--- config.mk ---
export PLATFORM = sky130hd
export DESIGN_NAME = multimode_timer
export DESIGN_NICKNAME = d
export VERILOG_FILES = /design/src/shared/timer_pkg.sv /design/src/core/multimode_timer.sv
export SDC_FILE = /design/constraint.sdc
export NUM_CORES = 1
export LEC_CHECK = 0
export ABC_CLOCK_PERIOD_IN_PS = 3700
export BUFFER_PORTS_ARGS = -buffer_cell sky130_fd_sc_hd__buf_2
export CAP_MARGIN = 0
export CORE_AREA = 3 3 174 176
export DETAILED_ROUTE_END_ITERATION = 8
export DIE_AREA = 0 0 177 179
export GPL_ROUTABILITY_DRIVEN = 0
export GPL_TIMING_DRIVEN = 0
export SLEW_MARGIN = 20
export SYNTH_ARGS = -nofsm -noshare
export SYNTH_HDL_FRONTEND = slang
export SYNTH_SLANG_ARGS = --single-unit
--- constraint.sdc ---
create_clock -name clk -period 3.7 [get_ports clk]
set_input_delay 1.11 -clock clk [delete_from_list [all_inputs] [get_ports clk]]
set_output_delay 1.11 -clock clk [all_outputs]
set_load 0.01 [all_outputs]
--- src/shared/timer_pkg.sv ---
// Constants for the multimode sixteen bit timer channel.
// Assumes a 250 MHz clk and a plain strobe register port with 8-bit byte addresses.
package timer_pkg;

    // ==========================================================
    // Register map (byte addresses, one 16-bit register per word)
    localparam logic [7:0] ADDR_TIMER = 8'h00;
    localparam logic [7:0] ADDR_START = 8'h04;
    localparam logic [7:0] ADDR_MODE = 8'h08;
    localparam logic [7:0] ADDR_STATUS = 8'h0c;
    localparam logic [7:0] ADDR_TRIGGER = 8'h10;
    localparam logic [7:0] ADDR_DUTY = 8'h14;

    // ==========================================================
    // Mode register field positions
    localparam int POS_MODE = 0;
    localparam int POS_CLKSEL = 2;
    localparam int POS_GATE = 4;
    localparam int POS_PULSE = 6;
    localparam int POS_FREERUN = 7;
    localparam int POS_UP = 8;
    localparam int POS_TWOPHASE = 9;
    localparam int POS_RISING = 10;
    localparam int POS_EVSRC = 11;
    localparam int POS_TRIG = 12;
    localparam int POS_PWM8 = 14;

    // ==========================================================
    // Reset values and encodings
    localparam logic [15:0] CFG_RESET = 16'h0000;
    localparam logic [15:0] CNT_RESET = 16'h0000;
    localparam logic [15:0] CNT_MAX = 16'hffff;
    localparam logic [4:0] DIV32_LAST = 5'h1f;
    localparam logic [2:0] DIV8_LAST = 3'h7;

    localparam logic [1:0] MODE_TIMER = 2'h0;
    localparam logic [1:0] MODE_EVENT = 2'h1;
    localparam logic [1:0] MODE_ONESHOT = 2'h2;
    localparam logic [1:0] MODE_PWM = 2'h3;

    localparam logic [1:0] CLK_DIV1 = 2'h0;
    localparam logic [1:0] CLK_DIV8 = 2'h1;
    localparam logic [1:0] CLK_DIV32 = 2'h2;
    localparam logic [1:0] CLK_SEC32 = 2'h3;

    localparam logic [1:0] GATE_NONE = 2'h0;
    localparam logic [1:0] GATE_LOW = 2'h2;
    localparam logic [1:0] GATE_HIGH = 2'h3;

    localparam logic [1:0] TRIG_SOFT = 2'h0;
    localparam logic [1:0] TRIG_PIN = 2'h1;
    localparam logic [1:0] TRIG_OVF = 2'h2;

endpackage

--- src/core/multimode_timer.sv ---
// One 16-bit timer channel: timer, event counter, one-shot and PWM modes.
// Assumes pins and strobes synchronous to clk except the two pins, which are resynchronised here.
//
// Summary of operation
// Timer mode with start flag set decrements once per selected internal tick.
// Underflow reloads the counter, keeps counting and sets the request bit.
// Clearing the start flag freezes the counter.
// Pulse output inverts the output pin at every wrap in timer mode.
// Gate function starts and stops counting by the input pin level.
// Gate may count while the pin is low or while it is high.
// Event mode counts pin edges or overflows of another timer.
// Free-run event mode wraps without using the reload value.
// Two-phase option counts up or down by phase of two inputs.
// One-shot starts on soft, pin or overflow trigger and stops at zero.
// PWM outputs continuously, 16-bit or 8-bit period, trigger as one-shot.
// Internal source is main clock by 1, 8, 32 or secondary by 32.
// Timer and PWM wrap every programmed value plus one ticks.
// Event ratio is value plus one down, FFFF minus value plus one up.
// One-shot runs exactly the programmed number of ticks.
// Pulse output drives the pin without touching any port data register.
// Timer reads give the live count in timer and event modes only.
// Software accesses the timer register as whole 16-bit words.
// Write while counting goes to reload only; stopped, to both.
// Output pulses ignore port direction; inputs need direction set to input.
// In event mode the output pin serves as a timer input.
// Inactive gate level holds the counter.
// With pulse output, clearing the start flag drives the pin low.
// Up/down change takes effect at the next effective edge.
// Pins are synchronised; every count source is a one-cycle enable.
// Mode selections use a fixed encoding of the mode register.
`timescale 1ns/1ps
`default_nettype none

module multimode_timer
(
    input wire logic clk,
    input wire logic rstn,
    input wire logic [7:0] addr,
    input wire logic [15:0] wdata,
    input wire logic wr,
    input wire logic rd,
    output logic [15:0] rdata,
    input wire logic timer_input_pin,
    input wire logic timer_phase_pin,
    input wire logic other_overflow,
    input wire logic secondary_clock_tick,
    output logic timer_output_pin,
    output logic timer_output_oe
);

    // ==========================================================
    // State
    typedef enum logic {RUN_IDLE = 1'b0, RUN_ACTIVE = 1'b1} run_t;

    typedef struct packed {
        logic [15:0] cnt;
        logic [15:0] reload;
        logic [15:0] duty;
        logic [15:0] cfg;
        logic [15:0] rdata;
        logic start;
        logic ir;
        run_t run;
        logic out;
        logic oe;
        logic [4:0] pre;
        logic [4:0] sec;
        logic in_m;
        logic in_q;
        logic in_d;
        logic ph_m;
        logic ph_q;
    } state_t;

    state_t q;
    state_t next_q;

    function automatic logic [1:0] field2(input logic [15:0] v, input int pos);
        field2 = v[pos +: 2];
    endfunction

    // ==========================================================
    // Count sources and selections
    logic [1:0] mode;
    logic [1:0] clksel;
    logic [1:0] gate;
    logic [1:0] trig;
    logic pulse;
    logic int_tick;
    logic gate_ok;
    logic in_rise;
    logic in_fall;
    logic ev_tick;
    logic ev_up;
    logic trigger;
    logic [15:0] period;
    logic [15:0] cmp_cnt;
    logic [15:0] cmp_duty;

    assign mode = field2(q.cfg, timer_pkg::POS_MODE);
    assign clksel = field2(q.cfg, timer_pkg::POS_CLKSEL);
    assign gate = field2(q.cfg, timer_pkg::POS_GATE);
    assign trig = field2(q.cfg, timer_pkg::POS_TRIG);
    assign pulse = q.cfg[timer_pkg::POS_PULSE];

    // Dividers run free so a source change never restarts a partial period
    always_comb
    begin
        unique case (clksel)
            timer_pkg::CLK_DIV1: int_tick = 1'b1;
            timer_pkg::CLK_DIV8: int_tick = (q.pre[2:0] == timer_pkg::DIV8_LAST);
            timer_pkg::CLK_DIV32: int_tick = (q.pre == timer_pkg::DIV32_LAST);
            timer_pkg::CLK_SEC32: int_tick = secondary_clock_tick && (q.sec == timer_pkg::DIV32_LAST);
        endcase
    end

    // Edges come from the second and third stages; the first stage feeds nothing else
    assign in_rise = q.in_q && !q.in_d;
    assign in_fall = !q.in_q && q.in_d;

    always_comb
    begin
        unique case (gate)
            timer_pkg::GATE_LOW: gate_ok = !q.in_q;
            timer_pkg::GATE_HIGH: gate_ok = q.in_q;
            default: gate_ok = 1'b1;
        endcase
    end

    // Two-phase: step on the input's rising edge, direction from the phase pin
    always_comb
    begin
        if (q.cfg[timer_pkg::POS_TWOPHASE])
        begin
            ev_tick = in_rise;
            ev_up = q.ph_q;
        end
        else
        begin
            if (q.cfg[timer_pkg::POS_EVSRC])
                ev_tick = other_overflow;
            else
                ev_tick = q.cfg[timer_pkg::POS_RISING] ? in_rise : in_fall;
            // Flag is only looked at on a tick, so a change acts at the next edge
            ev_up = q.cfg[timer_pkg::POS_UP];
        end
    end

    always_comb
    begin
        unique case (trig)
            timer_pkg::TRIG_PIN: trigger = in_fall;
            timer_pkg::TRIG_OVF: trigger = other_overflow;
            default: trigger = wr && (addr == timer_pkg::ADDR_TRIGGER);
        endcase
    end

    assign period = q.cfg[timer_pkg::POS_PWM8] ? {8'h00, q.reload[7:0]} : q.reload;
    assign cmp_duty = q.cfg[timer_pkg::POS_PWM8] ? {8'h00, q.duty[7:0]} : q.duty;

    // ==========================================================
    // Next state
    always_comb
    begin
        next_q = q;
        cmp_cnt = q.cnt;
        next_q.in_m = timer_input_pin;
        next_q.in_q = q.in_m;
        next_q.in_d = q.in_q;
        next_q.ph_m = timer_phase_pin;
        next_q.ph_q = q.ph_m;
        next_q.pre = q.pre + 5'h01;
        if (secondary_clock_tick)
            next_q.sec = q.sec + 5'h01;
        next_q.rdata = 16'h0000;

        // Clears come first so a same-cycle request bit set wins
        if (wr)
        begin
            unique case (addr)
                timer_pkg::ADDR_TIMER:
                begin
                    next_q.reload = wdata;
                    if (!q.start)
                        next_q.cnt = wdata;
                end
                timer_pkg::ADDR_START: next_q.start = wdata[0];
                timer_pkg::ADDR_MODE: next_q.cfg = wdata;
                timer_pkg::ADDR_STATUS:
                    if (wdata[0])
                        next_q.ir = 1'b0;
                timer_pkg::ADDR_DUTY: next_q.duty = wdata;
                default: ;
            endcase
        end

        if (rd)
        begin
            unique case (addr)
                // Undefined count in one-shot and PWM reads as zero
                timer_pkg::ADDR_TIMER:
                    next_q.rdata = (mode == timer_pkg::MODE_TIMER || mode == timer_pkg::MODE_EVENT)
                                   ? q.cnt : 16'h0000;
                timer_pkg::ADDR_START: next_q.rdata = {15'h0000, q.start};
                timer_pkg::ADDR_MODE: next_q.rdata = q.cfg;
                timer_pkg::ADDR_STATUS: next_q.rdata = {14'h0000, q.run, q.ir};
                timer_pkg::ADDR_DUTY: next_q.rdata = q.duty;
                default: ;
            endcase
        end

        if (!q.start)
        begin
            next_q.run = RUN_IDLE;
            next_q.out = 1'b0;
        end
        else
        begin
            unique case (mode)
                timer_pkg::MODE_TIMER:
                    if (gate_ok && int_tick)
                    begin
                        if (q.cnt == timer_pkg::CNT_RESET)
                        begin
                            next_q.cnt = q.reload;
                            next_q.ir = 1'b1;
                            if (pulse)
                                next_q.out = !q.out;
                        end
                        else
                            next_q.cnt = q.cnt - 16'h0001;
                    end
                timer_pkg::MODE_EVENT:
                    if (ev_tick)
                    begin
                        if (ev_up && q.cnt == timer_pkg::CNT_MAX)
                        begin
                            next_q.cnt = q.cfg[timer_pkg::POS_FREERUN] ? timer_pkg::CNT_RESET : q.reload;
                            next_q.ir = 1'b1;
                            if (pulse)
                                next_q.out = !q.out;
                        end
                        else if (!ev_up && q.cnt == timer_pkg::CNT_RESET)
                        begin
                            next_q.cnt = q.cfg[timer_pkg::POS_FREERUN] ? timer_pkg::CNT_MAX : q.reload;
                            next_q.ir = 1'b1;
                            if (pulse)
                                next_q.out = !q.out;
                        end
                        else
                            next_q.cnt = ev_up ? q.cnt + 16'h0001 : q.cnt - 16'h0001;
                    end
                timer_pkg::MODE_ONESHOT:
                    if (q.run == RUN_IDLE)
                    begin
                        if (trigger)
                        begin
                            next_q.cnt = q.reload;
                            next_q.run = (q.reload != timer_pkg::CNT_RESET) ? RUN_ACTIVE : RUN_IDLE;
                            next_q.out = pulse && (q.reload != timer_pkg::CNT_RESET);
                        end
                    end
                    else if (int_tick)
                    begin
                        next_q.cnt = q.cnt - 16'h0001;
                        if (q.cnt == 16'h0001)
                        begin
                            next_q.run = RUN_IDLE;
                            next_q.ir = 1'b1;
                            next_q.out = 1'b0;
                        end
                    end
                timer_pkg::MODE_PWM:
                begin
                    if (q.run == RUN_IDLE)
                    begin
                        if (trigger)
                        begin
                            next_q.cnt = period;
                            next_q.run = RUN_ACTIVE;
                        end
                    end
                    else if (int_tick)
                    begin
                        if (q.cnt == timer_pkg::CNT_RESET)
                        begin
                            next_q.cnt = period;
                            next_q.ir = 1'b1;
                        end
                        else
                            next_q.cnt = q.cnt - 16'h0001;
                    end
                    cmp_cnt = next_q.cnt;
                    next_q.out = (next_q.run == RUN_ACTIVE) && (cmp_cnt < cmp_duty);
                end
            endcase
        end

        // Drive irrespective of port direction; event mode turns the pin into an input
        next_q.oe = (mode != timer_pkg::MODE_EVENT) && (pulse || mode == timer_pkg::MODE_PWM);
        if (mode == timer_pkg::MODE_EVENT)
            next_q.out = 1'b0;
    end

    always_ff @(posedge clk or negedge rstn)
    begin
        if (!rstn)
        begin
            q <= '{cnt: timer_pkg::CNT_RESET, reload: timer_pkg::CNT_RESET, duty: 16'h0000,
                   cfg: timer_pkg::CFG_RESET, rdata: 16'h0000, start: 1'b0, ir: 1'b0,
                   run: RUN_IDLE, out: 1'b0, oe: 1'b0, pre: 5'h00, sec: 5'h00,
                   in_m: 1'b0, in_q: 1'b0, in_d: 1'b0, ph_m: 1'b0, ph_q: 1'b0};
        end
        else
        begin
            q <= next_q;
        end
    end

    assign rdata = q.rdata;
    assign timer_output_pin = q.out;
    assign timer_output_oe = q.oe;

    logic timer_step;
    assign timer_step = q.start && mode == timer_pkg::MODE_TIMER && gate_ok && int_tick
                        && !(wr && addr == timer_pkg::ADDR_MODE);
endmodule // multimode_timer

`default_nettype wire

# Word-level counts from Yosys, hierarchy flattened
# Cells that the tools add are included.
[totals]
reg_bits = 100
in_bits = 32
[op_classes]
addsub = 4
magnitude_cmp = 1
n_eq_ne = 27
n_mux = 68
n_reduce_logical = 26
[ops]
columns = ["op", "count"]
rows = [
  ["$mux 16", 25],
  ["$pmux 16 s5", 1],
  ["$mux 64", 1],
  ["$pmux 16 s4", 1],
  ["$mux 32", 1],
  ["$mux 1", 28],
  ["$add 16x1->16 const B", 1],
  ["$eq 16x1->1 const B", 1],
  ["$eq 16x16->1 const B", 1],
  ["$eq 8x4->1 const B", 2],
  ["$eq 8x5->1 const B", 2],
  ["$logic_not 16->1", 1],
  ["$lt 16x16->1", 1],
  ["$reduce_bool 16->1", 1],
  ["$sub 16x1->16 const B", 1],
  ["$ne 5x5->1 const B", 3],
  ["$eq 2x2->1 const B", 7],
  ["$pmux 1 s4", 3],
  ["$add 5x1->5 const B", 2],
  ["$eq 5x5->1 const B", 2],
  ["$logic_and 1x1->1", 10],
  ["$eq 8x3->1 const B", 1],
  ["$logic_not 8->1", 1],
  ["$ne 4x4->1 const B", 2],
  ["other kinds (12)", 27],
]

# Longest topological paths before layout
[logic_depth]
depth_word = 12
mapped_depth = 19
ltp_nobuf = 17

# Worst setup path before layout
# No wires, ideal clock.
[synth_timing]
kind = "input -> register"
startpoint = "in addr[2]"
endpoint = "reg q (netlist bit timer_output_pin)"
arrival_time_ns = 4.083
setup_slack_ns = -0.505
stages = 15
n_path_buf = 3
path_cell_list = "clkbuf_1 -> nor4_1 -> nand4_1 -> buf_2 -> buf_2 -> mux2i_1 -> nor2_1 -> a211oi_1 -> a21oi_1 -> ha_1 -> nand4_1 -> a311o_1 -> o221ai_1 -> nand3_1 -> a32o_1"
[synth_between]
elab_chain_cells = 12
[synth_rtl]
columns = ["element", "line_no", "text"]
rows = [
  ["start, declared", "multimode_timer.sv:38", "input wire logic [7:0] addr,"],
  ["$eq 8x5->1 or $logic_not 8->1 (tied branches)", "multimode_timer.sv:154, multimode_timer.sv:180", ""],
  ["$logic_and 1x1->1 or $mux 32 (tied branches)", "multimode_timer.sv:154, multimode_timer.sv:180", ""],
  ["$pmux 1 s2 or $mux 64 (tied branches)", "multimode_timer.sv:151, multimode_timer.sv:178", ""],
  ["$mux 16 (on tied branches)", "multimode_timer.sv:277, multimode_timer.sv:283", ""],
  ["$mux 16", "multimode_timer.sv:275", "if (q.run == RUN_IDLE)"],
  ["$mux 16", "multimode_timer.sv:219", "unique case (mode)"],
  ["$mux 16", "multimode_timer.sv:212", "if (!q.start)"],
  ["$lt 16x16->1", "multimode_timer.sv:294", "next_q.out = (next_q.run == RUN_ACTIVE) && (cmp_cnt < cmp_duty);"],
  ["$logic_and 1x1->1", "multimode_timer.sv:294", ""],
  ["$pmux 1 s4", "multimode_timer.sv:219", ""],
  ["$mux 2", "multimode_timer.sv:212", ""],
  ["$mux 1", "multimode_timer.sv:301", "if (mode == timer_pkg::MODE_EVENT)"],
  ["end signal, assigned", "multimode_timer.sv:309", "q <= '{cnt: timer_pkg::CNT_RESET, reload: timer_pkg::CNT_RESET, duty: 16'h0000,"],
  ["end signal, assigned", "multimode_timer.sv:316", "q <= next_q;"],
  ["end, declared", "multimode_timer.sv:75", "state_t q;"],
]
# Several ways; a longest one is shown, not always the timed one. The select of a mux whose other input is x is not followed.
# A chain may end at the register's enable or synchronous reset.

# Worst setup path after layout
[layout_timing]
startpoint = "reg q[85] (netlist bit)"
endpoint = "reg q (netlist bit timer_output_pin)"
[layout_between]
elab_chain_cells = 12
[layout_rtl]
columns = ["element"]
rows = [
  ["parallel branches: the longest is 12 deep, another holds $sub 16x1->16"],
]
# Parallel ways; which one is timed is not known. The select of a mux whose other input is x is not followed.

==> flow_summary.json <==
{
  "status": "complete, but fails checks",
  "violations": "setup timing",
  "cts_root_buf": "clkbuf_16",
  "worstSkewPairLatency_ps": 370,
  "final-setup-viol-count": 10,
  "worst_ep_arrival_time_ps": 4210,
  "syn_inst": 920,
  "syn-mean-instance-area_um2": 8.461,
  "drive_gt1_frac": 0.2308,
  "syn-num-nets": 978,
  "io_pins": 50,
  "vias": 8516,
  "leakagePower_nw": 3.880,
  "grt_overflow": 0,
  "drt_iter0_drc": 1708,
  "cts_num_sinks": 100,
  "comb_power_share": 0.512,
  "synth_warnings": 0,
  "slew_violations": 0,
  "routedWlPerCell_um": 23.59,
  "post-route-util": 0.3272,
  "cp-start-kind": "flip-flop",
  "synth-edff-count": 0,
  "criticalPathCategory": "flip-flop to flip-flop",
  "slowest_delay_ps": 480,
  "seq_area_frac_synth": 0.3215,
  "post-route-period-util": 1.067,
  "crit_fanout": 5,
  "synth_area_leaders": "dfrtp_1, mux2_2, nor2_1",
  "crit_chain": "clkbuf_8 -> inv_4 -> ha_4 -> or4b_4 -> or4_4 -> buf_8 -> buf_4 -> nand3_1 -> o21a_1 -> o21ai_0 -> a21oi_1 -> ha_1 -> nand4_1 -> a311o_1 -> o221ai_2 -> nand3_1 -> a32o_1",
  "firstDrtPassIters": 8,
  "cap_violations": 0,
  "grtUsageTotal": 0.2028,
  "rows": 62,
  "fin_area_um2": 9418,
  "finClkSkew_ps": 12.84,
  "worstMarginPinSlew_ps": 1090,
  "rsz0062_at_grt": "yes",
  "coreArea_um2": 28780,
  "synthArstFlopShare": 1.000,
  "setup.worst_path.end_class": "flip-flop",
  "relSlewSlack": 0.2706,
  "fin_crit_ps": 3950,
  "synth.top_cell.area_share": 0.3215,
  "cpMaxStageDelayCell": "or4b_4",
  "fin_ws_ps": -249.6,
  "initial_utilization": 0.2705,
  "antenna_found_initial": 1,
  "area_growth_pct": 20.99,
  "ys_seq_elements": 100,
  "max_freq_ghz": 0.2532,
  "drcViolationCount": 0,
  "synth.cell_area_um2": 7784,
  "swShare": 0.4508,
  "pwr_density_cell_nw_per_um2": 516.8,
  "clk_pin_slew_worst_paths_ps": 80,
  "post_dp_cell_area_um2": 8641,
  "die_area_um2": 31680,
  "final_nets": 1054,
  "final_cell_mix": "dfrtp_1, nor2_1, nand2_1",
  "clkPwrFrac": 0.202,
  "dpl.hpwl_um": 23690,
  "hold_viol": 0,
  "p_switching_mw": 2.194,
  "p_int_mw": 2.673,
  "die_y_um": 179,
  "postCtsHoldBufs": 0,
  "grt_pass1_wl_um": 48790,
  "io_buffers": 46,
  "grt_max_degree": 58,
  "peakVddDrop_uv": 256.9,
  "vias_per_cell": 6.149,
  "layout_commonest_cell": "dfrtp_1",
  "antennaDiodeCount": 0,
  "total_power_mw": 4.867,
  "cts_buffer_depth": 2,
  "ys.flop_type": "dfrtp_1",
  "synth_cell_types": 73,
  "critPathRequiredTime_ps": 3960,
  "cts_tree": "done",
  "synth_top_cell_by_area": "dfrtp_1",
  "ctsHtreeMaxLevel": 3,
  "routed_wl_um": 32670,
  "first_global_vias": 7876,
  "hp-class": "flip-flop to flip-flop",
  "die_width_um": 177,
  "pwr-share-seq": 0.286,
  "postRouteAntennaNets": 0,
  "crit_top_cell": "nand3_1",
  "cts_buffers": 9
}
[flip-flops by register name, summed over array words and instances (netlist names)]
signal and flops:
mode 2, timer_output_oe 1, timer_output_pin 1, rdata 16, next_q 3, clksel 2, q 72, pulse 1
gate 2
[layout make-up]
type | count | area (um^2)
plain buffers | 75 | 467.9
clock buffers | 9 | 225.2
clock inverters | 7 | 76.32
fillers | 3004 | 19360
inverters | 29 | 118.9
multi-input cells | 709 | 5066
flip-flops and latches | 100 | 2505
well taps | 384 | 480.5
repair buffers | 72 | 478.0
[cells by family after synthesis]
family / after synthesis / share of synthesized area
multiplexers: 76 / 0.1067
AO/OA/AOI/OAI: 274 / 0.2403
XOR/XNOR: 26 / 0.02926
buffers and inverters: 111 / 0.06574
AND/OR/NAND/NOR: 307 / 0.1947
flip-flops: 100 / 0.3215
adder cells (fa/ha/maj): 26 / 0.04179
[critical path: cells and delay by family, from the launching register on]
kind	cells	cell delay [ps]
flip-flops	1	410
buffers and inverters	4	510
AO/OA/AOI/OAI	6	1330
AND/OR/NAND/NOR	5	1240
adder cells (fa/ha/maj)	2	340
[synthesized netlist by cell type (6+ instances only)]
| cell | instances |
|---|---|
| inv_1 | 29 |
| nand3_1 | 25 |
| xor2_1 | 13 |
| o21a_1 | 7 |
| nand2_1 | 84 |
| nor2b_1 | 7 |
| a221oi_1 | 9 |
| o22ai_1 | 13 |
| and3_1 | 9 |
| o211ai_1 | 14 |
| nand4_1 | 11 |
| buf_4 | 18 |
| a222oi_1 | 14 |
| a2111oi_0 | 6 |
| nor4_1 | 13 |
| mux2i_1 | 20 |
| ha_1 | 26 |
| o21ai_0 | 58 |
| nor2_1 | 88 |
| mux2_2 | 56 |
| a21o_1 | 6 |
| xnor2_1 | 13 |
| a31oi_1 | 16 |
| nor3_1 | 22 |
| clkbuf_1 | 52 |
| nand2b_1 | 14 |
| a211oi_1 | 19 |
| a21oi_1 | 56 |
| dfrtp_1 | 100 |
[final timing paths]
| kind | endpoint | depth (start not counted) | startpoint | slack (ps) |
|---|---|---|---|---|
| min in group asynchronous | q[6]$_DFFE_PN0P_ | 1 | rstn | 660 |
| max reg2reg | timer_output_pin$_DFFE_PN0P_ | 17 | q[85]$_DFF_PN0_ | -250 |
| min reg2reg | next_q[2]$_DFF_PN0_ | 0 | next_q[3]$_DFF_PN0_ | 360 |
| min | next_q[2]$_DFF_PN0_ | 0 | next_q[3]$_DFF_PN0_ | 360 |
| max in group asynchronous | q[92]$_DFF_PN0_ | 2 | rstn | 2380 |
| max | timer_output_pin$_DFFE_PN0P_ | 17 | q[85]$_DFF_PN0_ | -250 |
[repair_timing]
item                                    4_1_cts  5_1_grt
gates resized for setup                      63       15
pin swaps                                    16        9
endpoints found under the setup margin       14       13
buffers inserted                             23        2
[through the flow]
stage / TNS [ps] / setup slack (ps) / hold slack (ps) / cells
6_report: -1014 / -249.6 / 355.5 / 1385
3_3_place_gp: -24280 / -1126 / 335.3 / 1350
3_5_place_dp: -12890 / -1175 / 340.5 / 1351
5_1_grt: -2069 / -308.7 / 359.3 / 1385
2_1_floorplan: 0 / 3.722 / 331.2 / 920
4_1_cts: -119.1 / -119.1 / 358.6 / 1383
[layer usage]
layer	up-vias	wire length [um]	track usage
li1	3593	-	-
met4	2	2248	0.1149
met3	179	3959	0.04807
met1	4060	12860	0.2674
met5	-	14	0
met2	682	13590	0.3042
[power by group through the flow]
stage                     sequential (mW)  clock [mW]  combinational, mW
final                                1.39       0.983               2.49
after global routing                 1.41        1.05               2.65
after CTS                            1.38        1.00               2.33
after detailed placement             1.35           0               2.18
after global placement               1.35           0               2.16
after floorplan                      1.31           0               1.57
No activity file was read; power rests on OpenSTA's default activity.
